### config.mk
export PLATFORM = sky130hd
export DESIGN_NAME = msp_top
export DESIGN_NICKNAME = d
export VERILOG_FILES = /design/src/core/msp_pkg.sv /design/src/core/msp_hpf.sv /design/src/core/msp_top.sv
export VERILOG_INCLUDE_DIRS = /design/src /design/src/core
export SDC_FILE = /design/constraint.sdc
export NUM_CORES = 1
export LEC_CHECK = 0
export ABC_AREA = 1
export BUFFER_PORTS_ARGS = -buffer_cell sky130_fd_sc_hd__buf_2
export CAP_MARGIN = 20
export CORE_ASPECT_RATIO = 2
export CORE_MARGIN = 2
export CORE_UTILIZATION = 45
export CTS_CLUSTER_SIZE = 25
export DETAILED_ROUTE_END_ITERATION = 8
export PLACE_DENSITY = 0.74
export SKIP_LAST_GASP = 1
export SLEW_MARGIN = 0
export SYNTH_ARGS = -nofsm -noshare
export SYNTH_HDL_FRONTEND = slang
export SYNTH_HIERARCHICAL = 1
export SYNTH_SLANG_ARGS = --single-unit
### constraint.sdc
create_clock -name clk_i -period 5.7 [get_ports clk_i]
set_clock_uncertainty 0.1 [all_clocks]
set_input_delay 1.425 -clock clk_i [delete_from_list [all_inputs] [get_ports clk_i]]
set_output_delay 1.425 -clock clk_i [all_outputs]
set_load 0.1 [all_outputs]
### src/core/msp_params.svh
/*
 Constants of the motion sensor path block: register indexes, field
 positions, reset values and timing figures.
 Assumes it is included by bare name wherever these are needed.
*/
`ifndef MSP_PARAMS_SVH
`define MSP_PARAMS_SVH

// register indexes; the wishbone byte address is four times the index
`define MSP_IDX_RATE_DIV     8'h19
`define MSP_IDX_FILTER_SYNC  8'h1A
`define MSP_IDX_ROT_RANGE    8'h1B
`define MSP_IDX_TILT_SETUP   8'h1C
`define MSP_IDX_FALL_THR     8'h1D
`define MSP_IDX_FALL_DUR     8'h1E
`define MSP_IDX_STATUS       8'h40

// field positions and masks of writable bits
`define MSP_LOWPASS_LSB      0
`define MSP_SYNC_SEL_LSB     3
`define MSP_ROT_RANGE_LSB    3
`define MSP_TILT_RANGE_LSB   3
`define MSP_HPF_LSB          0
`define MSP_SELFTEST_LSB     5
`define MSP_FILTER_MASK      8'h3F
`define MSP_ROT_MASK         8'h18
`define MSP_TILT_MASK        8'hFF
`define MSP_REG_RESET        8'h00

// status bits
`define MSP_ST_FALL_STICKY   0
`define MSP_ST_FALL_NOW      1
`define MSP_ST_SYNC_SAMPLE   2
`define MSP_ST_GYRO_FAST     3

// timing: figures in their own unit, counts derived from the clock
`define MSP_CLK_HZ           25000000
`define MSP_GYRO_FAST_HZ     8000
`define MSP_GYRO_SLOW_HZ     1000
`define MSP_FALL_TICK_HZ     1000
`define MSP_FAST_CYCLES      (`MSP_CLK_HZ / `MSP_GYRO_FAST_HZ)
`define MSP_MS_CYCLES        (`MSP_CLK_HZ / `MSP_FALL_TICK_HZ)

`endif

### src/core/msp_pkg.sv
/*
 Types shared by the motion sensor path block.
 Assumes nothing beyond a SystemVerilog compiler.
*/
package msp_pkg;

   // decoded high-pass mode; codes 5 and 6 fall back to reset
   typedef enum logic [1:0] {
      MSP_HPF_RESET,
      MSP_HPF_ON,
      MSP_HPF_HOLD
   } msp_hpf_mode_t;

   typedef logic signed [16:0] msp_wide_t;

endpackage

### src/core/msp_hpf.sv
/*
 One axis of the high-pass filter in the detector path.
 Assumes step_i is a one-cycle pulse at the sample rate.
*/
`timescale 1ns/1ps
`default_nettype none

module msp_hpf (
   input  wire logic                    clk_i,
   input  wire logic                    rst_i,
   input  wire logic                    step_i,
   input  wire logic [2:0]              mode_i,
   input  wire logic signed [15:0]      sample_i,
   output logic      signed [16:0]      out_o
);

   msp_pkg::msp_hpf_mode_t mode;
   msp_pkg::msp_wide_t     diff;
   logic signed [16:0]     base_reg;
   logic                   was_hold_reg;
   logic [2:0]             shift;

   // ----------------------------------------------------------------
   // mode decode and cut-off shift
   // ----------------------------------------------------------------
   always_comb begin
      case (mode_i)
         3'h0:    mode = msp_pkg::MSP_HPF_RESET;
         3'h7:    mode = msp_pkg::MSP_HPF_HOLD;
         3'h5,
         3'h6:    mode = msp_pkg::MSP_HPF_RESET;
         default: mode = msp_pkg::MSP_HPF_ON;
      endcase
      // a larger shift lowers the cut-off: 5, 2.5, 1.25, 0.63 Hz
      shift = 3'(mode_i) + 3'h2;
      diff  = 17'(sample_i) - base_reg;
   end

   // ----------------------------------------------------------------
   // filter state and output, stepped once per sample
   // ----------------------------------------------------------------
   always_ff @(posedge clk_i) begin
      if (rst_i) begin
         base_reg     <= '0;
         was_hold_reg <= 1'b0;
         out_o        <= '0;
      end else if (step_i) begin
         was_hold_reg <= (mode == msp_pkg::MSP_HPF_HOLD);
         case (mode)
            msp_pkg::MSP_HPF_RESET: begin
               base_reg <= 17'(sample_i);
               out_o    <= '0;
            end
            msp_pkg::MSP_HPF_ON: begin
               base_reg <= base_reg + (diff >>> shift);
               out_o    <= diff;
            end
            msp_pkg::MSP_HPF_HOLD: begin
               if (!was_hold_reg) begin
                  base_reg <= 17'(sample_i);
                  out_o    <= '0;
               end else begin
                  out_o    <= diff;
               end
            end
            default: out_o <= '0;
         endcase
      end
   end

endmodule // msp_hpf

`default_nettype wire

### src/core/msp_top.sv
/*
 Signal path configuration and free-fall logic of a rotation-rate and
 acceleration sensor, reached over a classic wishbone slave.
 Assumes sensor samples and the frame-sync input are synchronous to
 clk_i; the data-byte outputs here are what the data registers show.
*/
// The implementer's own choice: register access over Wishbone.
// What this block does
// latch frame-sync changes, catch short pulses
// sample latch per tick, then reload level
// sync select places sampled bit in bit0
// gyro rate 8k for codes 0,7
// lowpass codes narrow bandwidth; code 7 reserved
// two-bit gyro full-scale range select
// two-bit accel full-scale range select
// per-axis self-test bits act independently
// high-pass output feeds detectors only
// high-pass mode decode: reset, on, hold
// reset mode drives filter output zero
// software may pulse reset mode to settle
// hold stores sample, outputs difference
// free fall when all axes below threshold
// counter counts free fall, fires at duration
// duration counter ticks once per millisecond
// sample tick is gyro rate over divider+1
// configuration registers reset to zero
// counter clears when any axis reaches threshold
// reserved bits ignore writes, read zero
`timescale 1ns/1ps
`default_nettype none
`include "msp_params.svh"

module msp_top #(
   parameter int FAST_CYCLES = `MSP_FAST_CYCLES,
   parameter int MS_CYCLES   = `MSP_MS_CYCLES
) (
   input  wire logic               clk_i,
   input  wire logic               rst_i,
   input  wire logic               wb_cyc_i,
   input  wire logic               wb_stb_i,
   input  wire logic               wb_we_i,
   input  wire logic [9:0]         wb_adr_i,
   input  wire logic [3:0]         wb_sel_i,
   input  wire logic [31:0]        wb_dat_i,
   output logic      [31:0]        wb_dat_o,
   output logic                    wb_ack_o,
   input  wire logic               frame_sync_in_i,
   input  wire logic [7:0]         temp_low_raw_i,
   input  wire logic [7:0]         rotation_x_raw_i,
   input  wire logic [7:0]         rotation_y_raw_i,
   input  wire logic [7:0]         rotation_z_raw_i,
   input  wire logic signed [15:0] tilt_x_raw_i,
   input  wire logic signed [15:0] tilt_y_raw_i,
   input  wire logic signed [15:0] tilt_z_raw_i,
   output logic      [7:0]         temp_low_byte_o,
   output logic      [7:0]         rotation_x_low_byte_o,
   output logic      [7:0]         rotation_y_low_byte_o,
   output logic      [7:0]         rotation_z_low_byte_o,
   output logic      [7:0]         tilt_x_low_byte_o,
   output logic      [7:0]         tilt_y_low_byte_o,
   output logic      [7:0]         tilt_z_low_byte_o,
   output logic      [2:0]         lowpass_setting_o,
   output logic      [1:0]         rotation_range_sel_o,
   output logic      [1:0]         tilt_range_sel_o,
   output logic      [2:0]         axis_selftest_o,
   output logic                    sample_tick_o,
   output logic                    free_fall_event_o
);

   // ----------------------------------------------------------------
   // declarations
   // ----------------------------------------------------------------
   logic [7:0]  rate_divider_reg;
   logic [7:0]  filter_sync_setup_reg;
   logic [7:0]  rotation_range_setup_reg;
   logic [7:0]  tilt_range_selftest_setup_reg;
   logic [7:0]  fall_threshold_reg;
   logic [7:0]  fall_duration_reg;
   logic        fall_sticky_reg;
   logic [11:0] fast_cnt_reg;
   logic [15:0] ms_cnt_reg;
   logic [7:0]  div_cnt_reg;
   logic        fast_tick;
   logic        ms_tick;
   logic        gyro_fast;
   logic        gyro_tick;
   logic        sample_tick;
   logic        sync_latch_reg;
   logic        sync_sample_reg;
   logic [2:0]  sync_bit_select;
   logic [2:0]  highpass_mode;
   logic [7:0]  fall_cnt_reg;
   logic        fall_cond;
   logic        bus_req;
   logic        bus_wr;
   logic [7:0]  bus_idx;
   logic [7:0]  rd_data;
   logic [7:0]  raw_low   [7];
   logic [7:0]  data_reg  [7];
   logic signed [15:0] tilt_raw [3];
   logic signed [16:0] hpf_out  [3];
   logic [2:0]  axis_below;

   assign sync_bit_select = filter_sync_setup_reg[`MSP_SYNC_SEL_LSB +: 3];
   assign lowpass_setting_o =
      filter_sync_setup_reg[`MSP_LOWPASS_LSB +: 3];
   assign rotation_range_sel_o =
      rotation_range_setup_reg[`MSP_ROT_RANGE_LSB +: 2];
   assign tilt_range_sel_o =
      tilt_range_selftest_setup_reg[`MSP_TILT_RANGE_LSB +: 2];
   // each bit drives its own axis; no bit gates another
   assign axis_selftest_o =
      tilt_range_selftest_setup_reg[`MSP_SELFTEST_LSB +: 3];
   assign highpass_mode = tilt_range_selftest_setup_reg[`MSP_HPF_LSB +: 3];

   // ----------------------------------------------------------------
   // wishbone slave: one wait state, ack for one cycle
   // ----------------------------------------------------------------
   assign bus_req = wb_cyc_i && wb_stb_i && !wb_ack_o;
   assign bus_wr  = bus_req && wb_we_i && wb_sel_i[0];
   assign bus_idx = wb_adr_i[9:2];

   // registers take the write at the edge the request is first seen
   always_ff @(posedge clk_i) begin
      if (rst_i) begin
         rate_divider_reg              <= `MSP_REG_RESET;
         filter_sync_setup_reg         <= `MSP_REG_RESET;
         rotation_range_setup_reg      <= `MSP_REG_RESET;
         tilt_range_selftest_setup_reg <= `MSP_REG_RESET;
         fall_threshold_reg            <= `MSP_REG_RESET;
         fall_duration_reg             <= `MSP_REG_RESET;
      end else if (bus_wr) begin
         case (bus_idx)
            `MSP_IDX_RATE_DIV:    rate_divider_reg <= wb_dat_i[7:0];
            `MSP_IDX_FILTER_SYNC: filter_sync_setup_reg <=
               wb_dat_i[7:0] & `MSP_FILTER_MASK;
            `MSP_IDX_ROT_RANGE:   rotation_range_setup_reg <=
               wb_dat_i[7:0] & `MSP_ROT_MASK;
            `MSP_IDX_TILT_SETUP:  tilt_range_selftest_setup_reg <=
               wb_dat_i[7:0] & `MSP_TILT_MASK;
            `MSP_IDX_FALL_THR:    fall_threshold_reg <= wb_dat_i[7:0];
            `MSP_IDX_FALL_DUR:    fall_duration_reg <= wb_dat_i[7:0];
            default: ;
         endcase
      end
   end

   // read mux; unmapped indexes read zero and still get an ack
   always_comb begin
      case (bus_idx)
         `MSP_IDX_RATE_DIV:    rd_data = rate_divider_reg;
         `MSP_IDX_FILTER_SYNC: rd_data = filter_sync_setup_reg;
         `MSP_IDX_ROT_RANGE:   rd_data = rotation_range_setup_reg;
         `MSP_IDX_TILT_SETUP:  rd_data = tilt_range_selftest_setup_reg;
         `MSP_IDX_FALL_THR:    rd_data = fall_threshold_reg;
         `MSP_IDX_FALL_DUR:    rd_data = fall_duration_reg;
         `MSP_IDX_STATUS:      rd_data = {4'h0, gyro_fast,
                                  sync_sample_reg, fall_cond,
                                  fall_sticky_reg};
         default:              rd_data = 8'h00;
      endcase
   end

   always_ff @(posedge clk_i) begin
      if (rst_i) begin
         wb_ack_o <= 1'b0;
         wb_dat_o <= 32'h0000_0000;
      end else begin
         wb_ack_o <= bus_req;
         wb_dat_o <= bus_req ? {24'h00_0000, rd_data} : 32'h0000_0000;
      end
   end

   // ----------------------------------------------------------------
   // rate generation: 8 kHz, 1 kHz and the divided sample tick
   // ----------------------------------------------------------------
   assign fast_tick = (fast_cnt_reg == 12'(FAST_CYCLES - 1));
   assign ms_tick   = (ms_cnt_reg == 16'(MS_CYCLES - 1));
   // lowpass bypassed (codes 0 and 7) runs the gyro at 8 kHz
   assign gyro_fast = (lowpass_setting_o == 3'h0) ||
                      (lowpass_setting_o == 3'h7);
   assign gyro_tick = gyro_fast ? fast_tick : ms_tick;
   assign sample_tick = gyro_tick && (div_cnt_reg == rate_divider_reg);
   assign sample_tick_o = sample_tick;

   always_ff @(posedge clk_i) begin
      if (rst_i || fast_tick) fast_cnt_reg <= 12'h000;
      else fast_cnt_reg <= fast_cnt_reg + 12'h001;
   end

   always_ff @(posedge clk_i) begin
      if (rst_i || ms_tick) ms_cnt_reg <= 16'h0000;
      else ms_cnt_reg <= ms_cnt_reg + 16'h0001;
   end

   // a divider rewritten below the count restarts at the next wrap
   always_ff @(posedge clk_i) begin
      if (rst_i) div_cnt_reg <= 8'h00;
      else if (sample_tick) div_cnt_reg <= 8'h00;
      else if (gyro_tick) div_cnt_reg <= div_cnt_reg + 8'h01;
   end

   // ----------------------------------------------------------------
   // frame-sync latch and sample
   // ----------------------------------------------------------------
   always_ff @(posedge clk_i) begin
      if (rst_i) begin
         sync_latch_reg  <= 1'b0;
         sync_sample_reg <= 1'b0;
      end else if (sample_tick) begin
         sync_sample_reg <= sync_latch_reg | frame_sync_in_i;
         sync_latch_reg  <= frame_sync_in_i;
      end else if (frame_sync_in_i) begin
         sync_latch_reg  <= 1'b1;
      end
   end

   // ----------------------------------------------------------------
   // data bytes: raw values, never high-passed, sync bit in bit 0
   // ----------------------------------------------------------------
   assign raw_low[0] = temp_low_raw_i;
   assign raw_low[1] = rotation_x_raw_i;
   assign raw_low[2] = rotation_y_raw_i;
   assign raw_low[3] = rotation_z_raw_i;
   assign raw_low[4] = tilt_x_raw_i[7:0];
   assign raw_low[5] = tilt_y_raw_i[7:0];
   assign raw_low[6] = tilt_z_raw_i[7:0];

   // the sync bit uses the value sampled at the same tick
   genvar gi;
   generate
      for (gi = 0; gi < 7; gi++) begin : g_data
         always_ff @(posedge clk_i) begin
            if (rst_i) data_reg[gi] <= 8'h00;
            else if (sample_tick) begin
               if (sync_bit_select == 3'(gi + 1))
                  data_reg[gi] <= {raw_low[gi][7:1],
                                   sync_latch_reg | frame_sync_in_i};
               else
                  data_reg[gi] <= raw_low[gi];
            end
         end
      end
   endgenerate

   assign temp_low_byte_o       = data_reg[0];
   assign rotation_x_low_byte_o = data_reg[1];
   assign rotation_y_low_byte_o = data_reg[2];
   assign rotation_z_low_byte_o = data_reg[3];
   assign tilt_x_low_byte_o     = data_reg[4];
   assign tilt_y_low_byte_o     = data_reg[5];
   assign tilt_z_low_byte_o     = data_reg[6];

   // ----------------------------------------------------------------
   // high-pass path and free-fall compare per axis
   // ----------------------------------------------------------------
   assign tilt_raw[0] = tilt_x_raw_i;
   assign tilt_raw[1] = tilt_y_raw_i;
   assign tilt_raw[2] = tilt_z_raw_i;

   // threshold lsb weighs 256 sample lsbs, so 8 bits span full scale
   generate
      for (gi = 0; gi < 3; gi++) begin : g_axis
         msp_hpf msp_hpf_i (
            .clk_i    (clk_i),
            .rst_i    (rst_i),
            .step_i   (sample_tick),
            .mode_i   (highpass_mode),
            .sample_i (tilt_raw[gi]),
            .out_o    (hpf_out[gi])
         );
         assign axis_below[gi] =
            ((hpf_out[gi][16] ? 17'(-hpf_out[gi]) : hpf_out[gi])
             < {1'b0, fall_threshold_reg, 8'h00});
      end
   endgenerate

   assign fall_cond = &axis_below;

   // ----------------------------------------------------------------
   // free-fall duration counter and event
   // ----------------------------------------------------------------
   always_ff @(posedge clk_i) begin
      if (rst_i) fall_cnt_reg <= 8'h00;
      else if (ms_tick) begin
         if (!fall_cond) fall_cnt_reg <= 8'h00;
         else if (fall_cnt_reg != 8'hFF)
            fall_cnt_reg <= fall_cnt_reg + 8'h01;
      end
   end

   always_ff @(posedge clk_i) begin
      if (rst_i) free_fall_event_o <= 1'b0;
      else free_fall_event_o <= ms_tick && fall_cond &&
         (fall_duration_reg != 8'h00) &&
         (fall_cnt_reg + 8'h01 == fall_duration_reg);
   end

   // sticky copy; a new event beats a write-one clear
   always_ff @(posedge clk_i) begin
      if (rst_i) fall_sticky_reg <= 1'b0;
      else if (free_fall_event_o) fall_sticky_reg <= 1'b1;
      else if (bus_wr && bus_idx == `MSP_IDX_STATUS &&
               wb_dat_i[`MSP_ST_FALL_STICKY])
         fall_sticky_reg <= 1'b0;
   end

   // ----------------------------------------------------------------
   // assertions
   // ----------------------------------------------------------------
   property p_r1_latch;
      @(posedge clk_i) disable iff (rst_i)
      (frame_sync_in_i && !sample_tick) |=> sync_latch_reg;
   endproperty
   a_r1_latch: assert property (p_r1_latch)
      else $error("frame-sync pulse not latched");

   property p_r2_reload;
      @(posedge clk_i) disable iff (rst_i)
      sample_tick |=> (sync_latch_reg == $past(frame_sync_in_i)) &&
         (sync_sample_reg == ($past(sync_latch_reg) |
                              $past(frame_sync_in_i)));
   endproperty
   a_r2_reload: assert property (p_r2_reload)
      else $error("frame-sync sample or reload wrong");

   property p_r3_place;
      @(posedge clk_i) disable iff (rst_i)
      (sample_tick && sync_bit_select == 3'h2) |=>
         (rotation_x_low_byte_o[0] == sync_sample_reg);
   endproperty
   a_r3_place: assert property (p_r3_place)
      else $error("sync bit not placed in rotation x byte");

   property p_r4_slow;
      @(posedge clk_i) disable iff (rst_i)
      (gyro_tick && !gyro_fast) |-> ms_tick;
   endproperty
   a_r4_slow: assert property (p_r4_slow)
      else $error("gyro tick off the 1 kHz grid");

   property p_r16_period;
      @(posedge clk_i) disable iff (rst_i)
      ms_tick |=> !ms_tick [*8];
   endproperty
   a_r16_period: assert property (p_r16_period)
      else $error("millisecond tick too frequent");

   property p_r15_fire;
      @(posedge clk_i) disable iff (rst_i)
      (ms_tick && fall_cond && fall_duration_reg == 8'h02 &&
       fall_cnt_reg == 8'h01) |=> free_fall_event_o ##1 !free_fall_event_o;
   endproperty
   a_r15_fire: assert property (p_r15_fire)
      else $error("free-fall event missing at duration");

   property p_r19_clear;
      @(posedge clk_i) disable iff (rst_i)
      (ms_tick && !fall_cond) |=> (fall_cnt_reg == 8'h00) &&
         !free_fall_event_o;
   endproperty
   a_r19_clear: assert property (p_r19_clear)
      else $error("duration counter not cleared");

   property p_r20_reserved;
      @(posedge clk_i) disable iff (rst_i)
      (bus_req && !wb_we_i && bus_idx == `MSP_IDX_ROT_RANGE) |=>
         (wb_ack_o && wb_dat_o[7:5] == 3'h0 && wb_dat_o[2:0] == 3'h0);
   endproperty
   a_r20_reserved: assert property (p_r20_reserved)
      else $error("reserved range bits read non-zero");

   property p_r18_reset;
      @(posedge clk_i)
      rst_i |=> (filter_sync_setup_reg == 8'h00 &&
                 fall_duration_reg == 8'h00 && rate_divider_reg == 8'h00);
   endproperty
   a_r18_reset: assert property (p_r18_reset)
      else $error("configuration not zero after reset");

endmodule // msp_top

`default_nettype wire

After elaboration in Yosys (flattened, before gate mapping)
Memories as Yosys holds them, arrays and structs flattened.
Index checks and enable logic that the tools add are counted.

word-level totals
  flip-flop bits (word level) = 224
  bits in writable memories = 56
  input port bits = 132
  output and inout port bits = 101
  memories kept = 1

memory list
  name      depth  width  read ports  clocked after Yosys merged registers in  wr ports  line           source
  data_reg  7      8      7           0                                        7         msp_top.sv:99  logic [7:0] data_reg [7];

operators by class
  add/subtract/negate cells = 14
  $lt $le $gt $ge = 3
  equal/unequal tests = 27
  shift operators = 3
  muxes and demuxes = 96
  bitwise logic cells = 16
  reduce and logical (&&, ||, !) cells = 33

operators by type and width
  operator                                                                  number
  17-bit two-way mux                                                        9
  17-bit one-hot mux with 3 select lines                                    3
  8-bit two-way mux                                                         16
  17-bit one-hot mux with 2 select lines                                    3
  1-bit two-way mux                                                         63
  8-bit one-hot mux with 7 select lines                                     1
  17-bit adder                                                              3
  17-bit by 16-bit < comparator with 1-bit output                           3
  17-bit negator                                                            3
  17-bit by 3-bit >>> shifter with 17-bit output                            3
  16-bit by 17-bit subtractor with 17-bit output                            3
  8-bit by 5-bit equality test with 1-bit output (second input constant)    6
  3-bit equality test (second input constant)                               8
  16-bit by 1-bit adder with 16-bit output (second input constant)          1
  8-bit by 1-bit adder with 8-bit output (second input constant)            2
  16-bit by 15-bit equality test with 1-bit output (second input constant)  1
  8-bit equality test                                                       2
  1-bit OR                                                                  15
  2-bit AND reduction                                                       7
  12-bit by 1-bit adder with 12-bit output (second input constant)          1
  12-bit equality test (second input constant)                              1
  1-bit logical AND                                                         10
  8-bit by 7-bit equality test with 1-bit output (second input constant)    1
  8-bit != test (second input constant)                                     1
  other kinds (19)                                                          26

Depth between registers and ports, before layout
  word-level depth = 9
  depth in mapped cells = 29
  gate-level depth less buffers = 29

Cells and area by module
The synthesis kept the hierarchy.

modules (own cells, without submodules)
  module                              times used  cells each  area an instance (um2)  seq. area each (um2)
  msp_top                             1           1068        8406.8                  3623.5
  msp_hpf at g_axis[1].msp_hpf_i ...  2           638         3763.6                  700.7
  msp_hpf at g_axis[0].msp_hpf_i      1           640         3794.9                  700.7

Worst setup path before layout
Ideal clock, no wire load.

  path kind = in2reg
  from = input port tilt_x_raw_i[0]
  to = register g_axis[0].msp_hpf_i.base_reg[14]
  setup time = 0.132 ns
  arrival time = 4.405 ns
  data required time = 5.468 ns
  path slack = 1.062 ns
  stages on the path = 24
  cell sequence = inv_1 > ha_1 > fa_1 > inv_1 > nand2_1 > nand2_1 > nand2_1 > o21bai_1 > xor2_1 > nand2_1 > nand2_1 > nand2_1 > nand3_1 > o21ai_0 > ha_1 > fa_1 > nand3_1 > nand2_1 > a21oi_1 > inv_1 > nand2_1 > a21oi_1 > o21ai_0 > a21oi_1

on the way
  word-level cells in the longest chain between the ends = 4

ends and longest elaborated chain
  element                                         line           source
  start, declared                                 msp_top.sv:52  input wire logic signed [15:0] tilt_x_raw_i,
  16-bit by 17-bit subtractor with 17-bit output  msp_hpf.sv:36  diff = 17'(sample_i) - base_reg;
  17-bit by 3-bit >>> shifter with 17-bit output  msp_hpf.sv:55  base_reg <= base_reg + (diff >>> shift);
  17-bit adder                                    msp_hpf.sv:55
  17-bit one-hot mux with 3 select lines          msp_hpf.sv:49  case (mode)
  end signal, assigned                            msp_hpf.sv:51  base_reg <= 17'(sample_i);
  end signal, assigned                            msp_hpf.sv:55
  end signal, assigned                            msp_hpf.sv:60  base_reg <= 17'(sample_i);
  end, declared                                   msp_hpf.sv:19  logic signed [16:0] base_reg;

Every way passes these cells.
A chain may end at the register's enable or synchronous reset.

Worst setup path in the final report
  from = input port tilt_z_raw_i[0]
  to = register g_axis[2].msp_hpf_i.base_reg[14]

on the way
  word-level cells in the longest chain between the ends = 4

ends and longest elaborated chain
  element                                         line           source
  start, declared                                 msp_top.sv:54  input wire logic signed [15:0] tilt_z_raw_i,
  16-bit by 17-bit subtractor with 17-bit output  msp_hpf.sv:36
  17-bit by 3-bit >>> shifter with 17-bit output  msp_hpf.sv:55
  17-bit adder                                    msp_hpf.sv:55
  17-bit one-hot mux with 3 select lines          msp_hpf.sv:49
  end signal, assigned                            msp_hpf.sv:51
  end signal, assigned                            msp_hpf.sv:55
  end signal, assigned                            msp_hpf.sv:60
  end, declared                                   msp_hpf.sv:19

Every way passes these cells.

==> flow_metrics.py <==
metrics = {
    "sta": {
        "slew_violations": 0,
        "finalHoldViolCount": 0,
        "rsz0062_at_grt": "no",
        "fmax_mhz": 203,
        "setup_ws_ps": 769,
        "worst_pin_slew_ps": 885,
        "fin_crit_sh_pct": 86.5,
        "min_period_ps": 4930,
        "max_slew_margin_pct": 41.0,
        "finalSetupViolations": 0,
        "finalSetupTns_ps": 0,
    },
    "placed_design": {
        "place_ws_ps": 208,
        "port_buffers": 179,
        "globalplace.congestion": 0.968,
        "post-dp-hpwl_mm": 45.0,
        "dp.cells": 3639,
    },
    "critical_path": {
        "cp.required_ps": 6030,
        "worst_path_largest_cell_delay_ps": 400,
        "crit_fanout": 4,
        "cp_slowest_cell": "fa_1",
        "arrival_ps": 5260,
        "cp_common_cell": "nand2_1",
        "crit_family": "adder cells",
        "start_kind": "input pin",
        "cp-end-kind": "flip-flop",
        "critPathKind": "in -> reg",
        "crit_buf_inv": 4,
        "worst-path-stages": 27,
        "reg2reg_depth": 20,
    },
    "cts": {
        "cts_tree": "done",
        "clockBufferDepth": 3,
        "ctsHtreeMaxLevel": 1,
        "insertion_delay_ps": 580,
        "clkTransAtPathRegs_ps": 60,
        "cts.sinks": 258,
        "cts_resized": 0,
        "cts_inserted_buffers": 27,
        "cts_setup_buffers": 0,
        "cts-root-buf": "clkbuf_16",
        "cts_hold_repair.buffers": 0,
    },
    "die": {
        "dieArea_um2": 45600,
        "initial_core_util_pct": 45.5,
        "die_y_um": 300,
        "die_x_um": 152,
        "core_area_um2": 43400,
        "ios": 233,
        "placementRows": 108,
    },
    "global_route": {
        "grt-ovfl-total": 0,
        "antenna_found_initial": 0,
        "grt.total_usage_pct": 24.4,
        "grt_pass1_wl_mm": 91.9,
        "grt_max_degree": 52,
        "grt_pass1_vias": 19400,
    },
    "logic_synthesis": {
        "mappedNetlistArea_um2": 19700,
        "ys_types": 56,
        "synth_top_cell_area_share_pct": 20.5,
        "postSynthCellCount": 2984,
        "synth_flop_cell": "dfxtp_1",
        "synth-seq-cells": 258,
        "seq_area_frac_synth_pct": 29.0,
        "postSynthAreaPerCell_um2": 6.61,
        "yosysTopAreaCell": "dfxtp_1",
        "ys_async_sr_fraction_pct": 0,
        "synth_area_leaders": "dfxtp_1 (20%), nand2_1 (14%), edfxtp_1 (8.5%), nand3_1 (8.2%), ha_1 (7.9%)",
        "yosys_warnings": 6,
        "synth_edf_count": 56,
    },
    "min_path": {
        "hp-class": "reg -> reg",
        "hold_depth": 1,
    },
    "power_and_ir_drop": {
        "fin_total_pwr_mw": 4.59,
        "ir_drop_mv": 0.228,
        "p_per_area_nw_per_um2": 211,
        "leakage_nw": 10.1,
    },
    "final_layout": {
        "n_fill_cell": 4494,
        "syn_to_final_growth_pct": 10.4,
        "multiInputGateArea_um2": 11900,
        "largest_reg_flops": 56,
        "drive_gt1_share_pct": 10.8,
        "final_common_cell": "nand2_1",
        "fin_cells": 3688,
        "final_core_util_pct": 50.2,
        "diodes": 0,
        "nets": 3381,
        "final_cell_mix": "nand2_1 (710), inv_1 (392), nand3_1 (323)",
        "seq_area_um2": 5730,
    },
    "outcome": {
        "status": "finished clean",
    },
    "route": {
        "wl_met1_mm": 20.0,
        "drt_wl_total_mm": 57.9,
        "top_layer": "met4",
        "wl_per_cell_um": 15.7,
        "via_count": 20000,
        "wl_met3_mm": 2.62,
        "viasPerCell": 5.42,
        "first_iter_violations": 1017,
        "dr_wl_met2_mm": 31.6,
        "route.antenna.remaining_nets": 0,
        "drc": 0,
        "drt_first_pass_iters": 6,
    },
    "run": {
        "max_cap_violations": 0,
    },
}
-- cell usage after synthesis, types with 4 or more instances --
cell type and count:
a21boi_0 4, a21o_1 7, a21oi_1 303, a221oi_1 14, a221oi_2 6, a22oi_1 7, a31oi_1 6, and3_1 4
buf_1 7, buf_2 16, buf_4 39, buf_6 9, clkbuf_1 40, dfxtp_1 202, edfxtp_1 56, fa_1 6
ha_1 125, inv_1 392, inv_2 17, nand2_1 710, nand2_2 4, nand3_1 323, nand3b_1 6, nand4_1 20
nor2_1 239, nor2_2 35, nor2_4 13, nor3_1 35, nor3b_1 5, nor4_1 14, o211ai_1 17, o21ai_0 131
o21ai_1 8, o21bai_1 13, o22ai_1 7, o31ai_1 12, or2_1 4, or2_2 13, xnor2_1 23, xor2_1 64
-- power by group --
| group | total (mW) | switching, mW | internal (mW) | leakage (nW) |
|---|---|---|---|---|
| combinational | 0.845 | 0.637 | 0.208 | 7.51 |
| sequential | 1.89 | 0.00724 | 1.89 | 2.16 |
| clock | 1.85 | 0.809 | 1.04 | 0.449 |
-- through the flow --
stage / hold WS (ps) / area, um2
2_1_floorplan: 317 / 19800
3_5_place_dp: 343 / 20900
4_1_cts: 356 / 21800
5_1_grt: 365 / 21800
3_3_place_gp: 335 / 20900
6_report: 354 / 21800
-- per-layer routing --
| metal | vias to the layer above | global-route usage, % |
|---|---|---|
| li1 | 10000 | - |
| met1 | 9103 | 22.6 |
| met2 | 644 | 49.6 |
| met3 | 209 | 2.61 |
| met4 | 0 | 15.1 |
| met5 | - | 0 |
-- final cells by class --
cell class | count | share of cell area, %
multi-input combinational | 2224 | 54.6
clock inverter | 11 | 0.534
sequential | 258 | 26.3
timing repair buffer | 193 | 4.62
tap | 550 | 3.16
clock buffer | 38 | 3.68
inverter | 414 | 7.15
-- final timing paths --
kind,startpoint,endpoint,slack (ps)
worst max-delay path,tilt_z_raw_i[0],g_axis[2].msp_hpf_i/base_reg[14],770
worst min-delay path,fast_cnt_reg[0],fast_cnt_reg[0],350
worst max register to register,g_axis[1].msp_hpf_i/base_reg[10],g_axis[1].msp_hpf_i/base_reg[16],1470
worst min register to register,fast_cnt_reg[0],fast_cnt_reg[0],350
-- logic make-up after synthesis --
family,count (synthesis),synth area share (%)
simple gates,1434,31.7
other cells,1,0.0190
fa+ha+maj,131,8.54
flops,258,29.0
buf+inv,525,11.2
compound gates,548,15.7
xor+xnor,87,3.86
No activity file was read; power rests on OpenSTA's default activity.
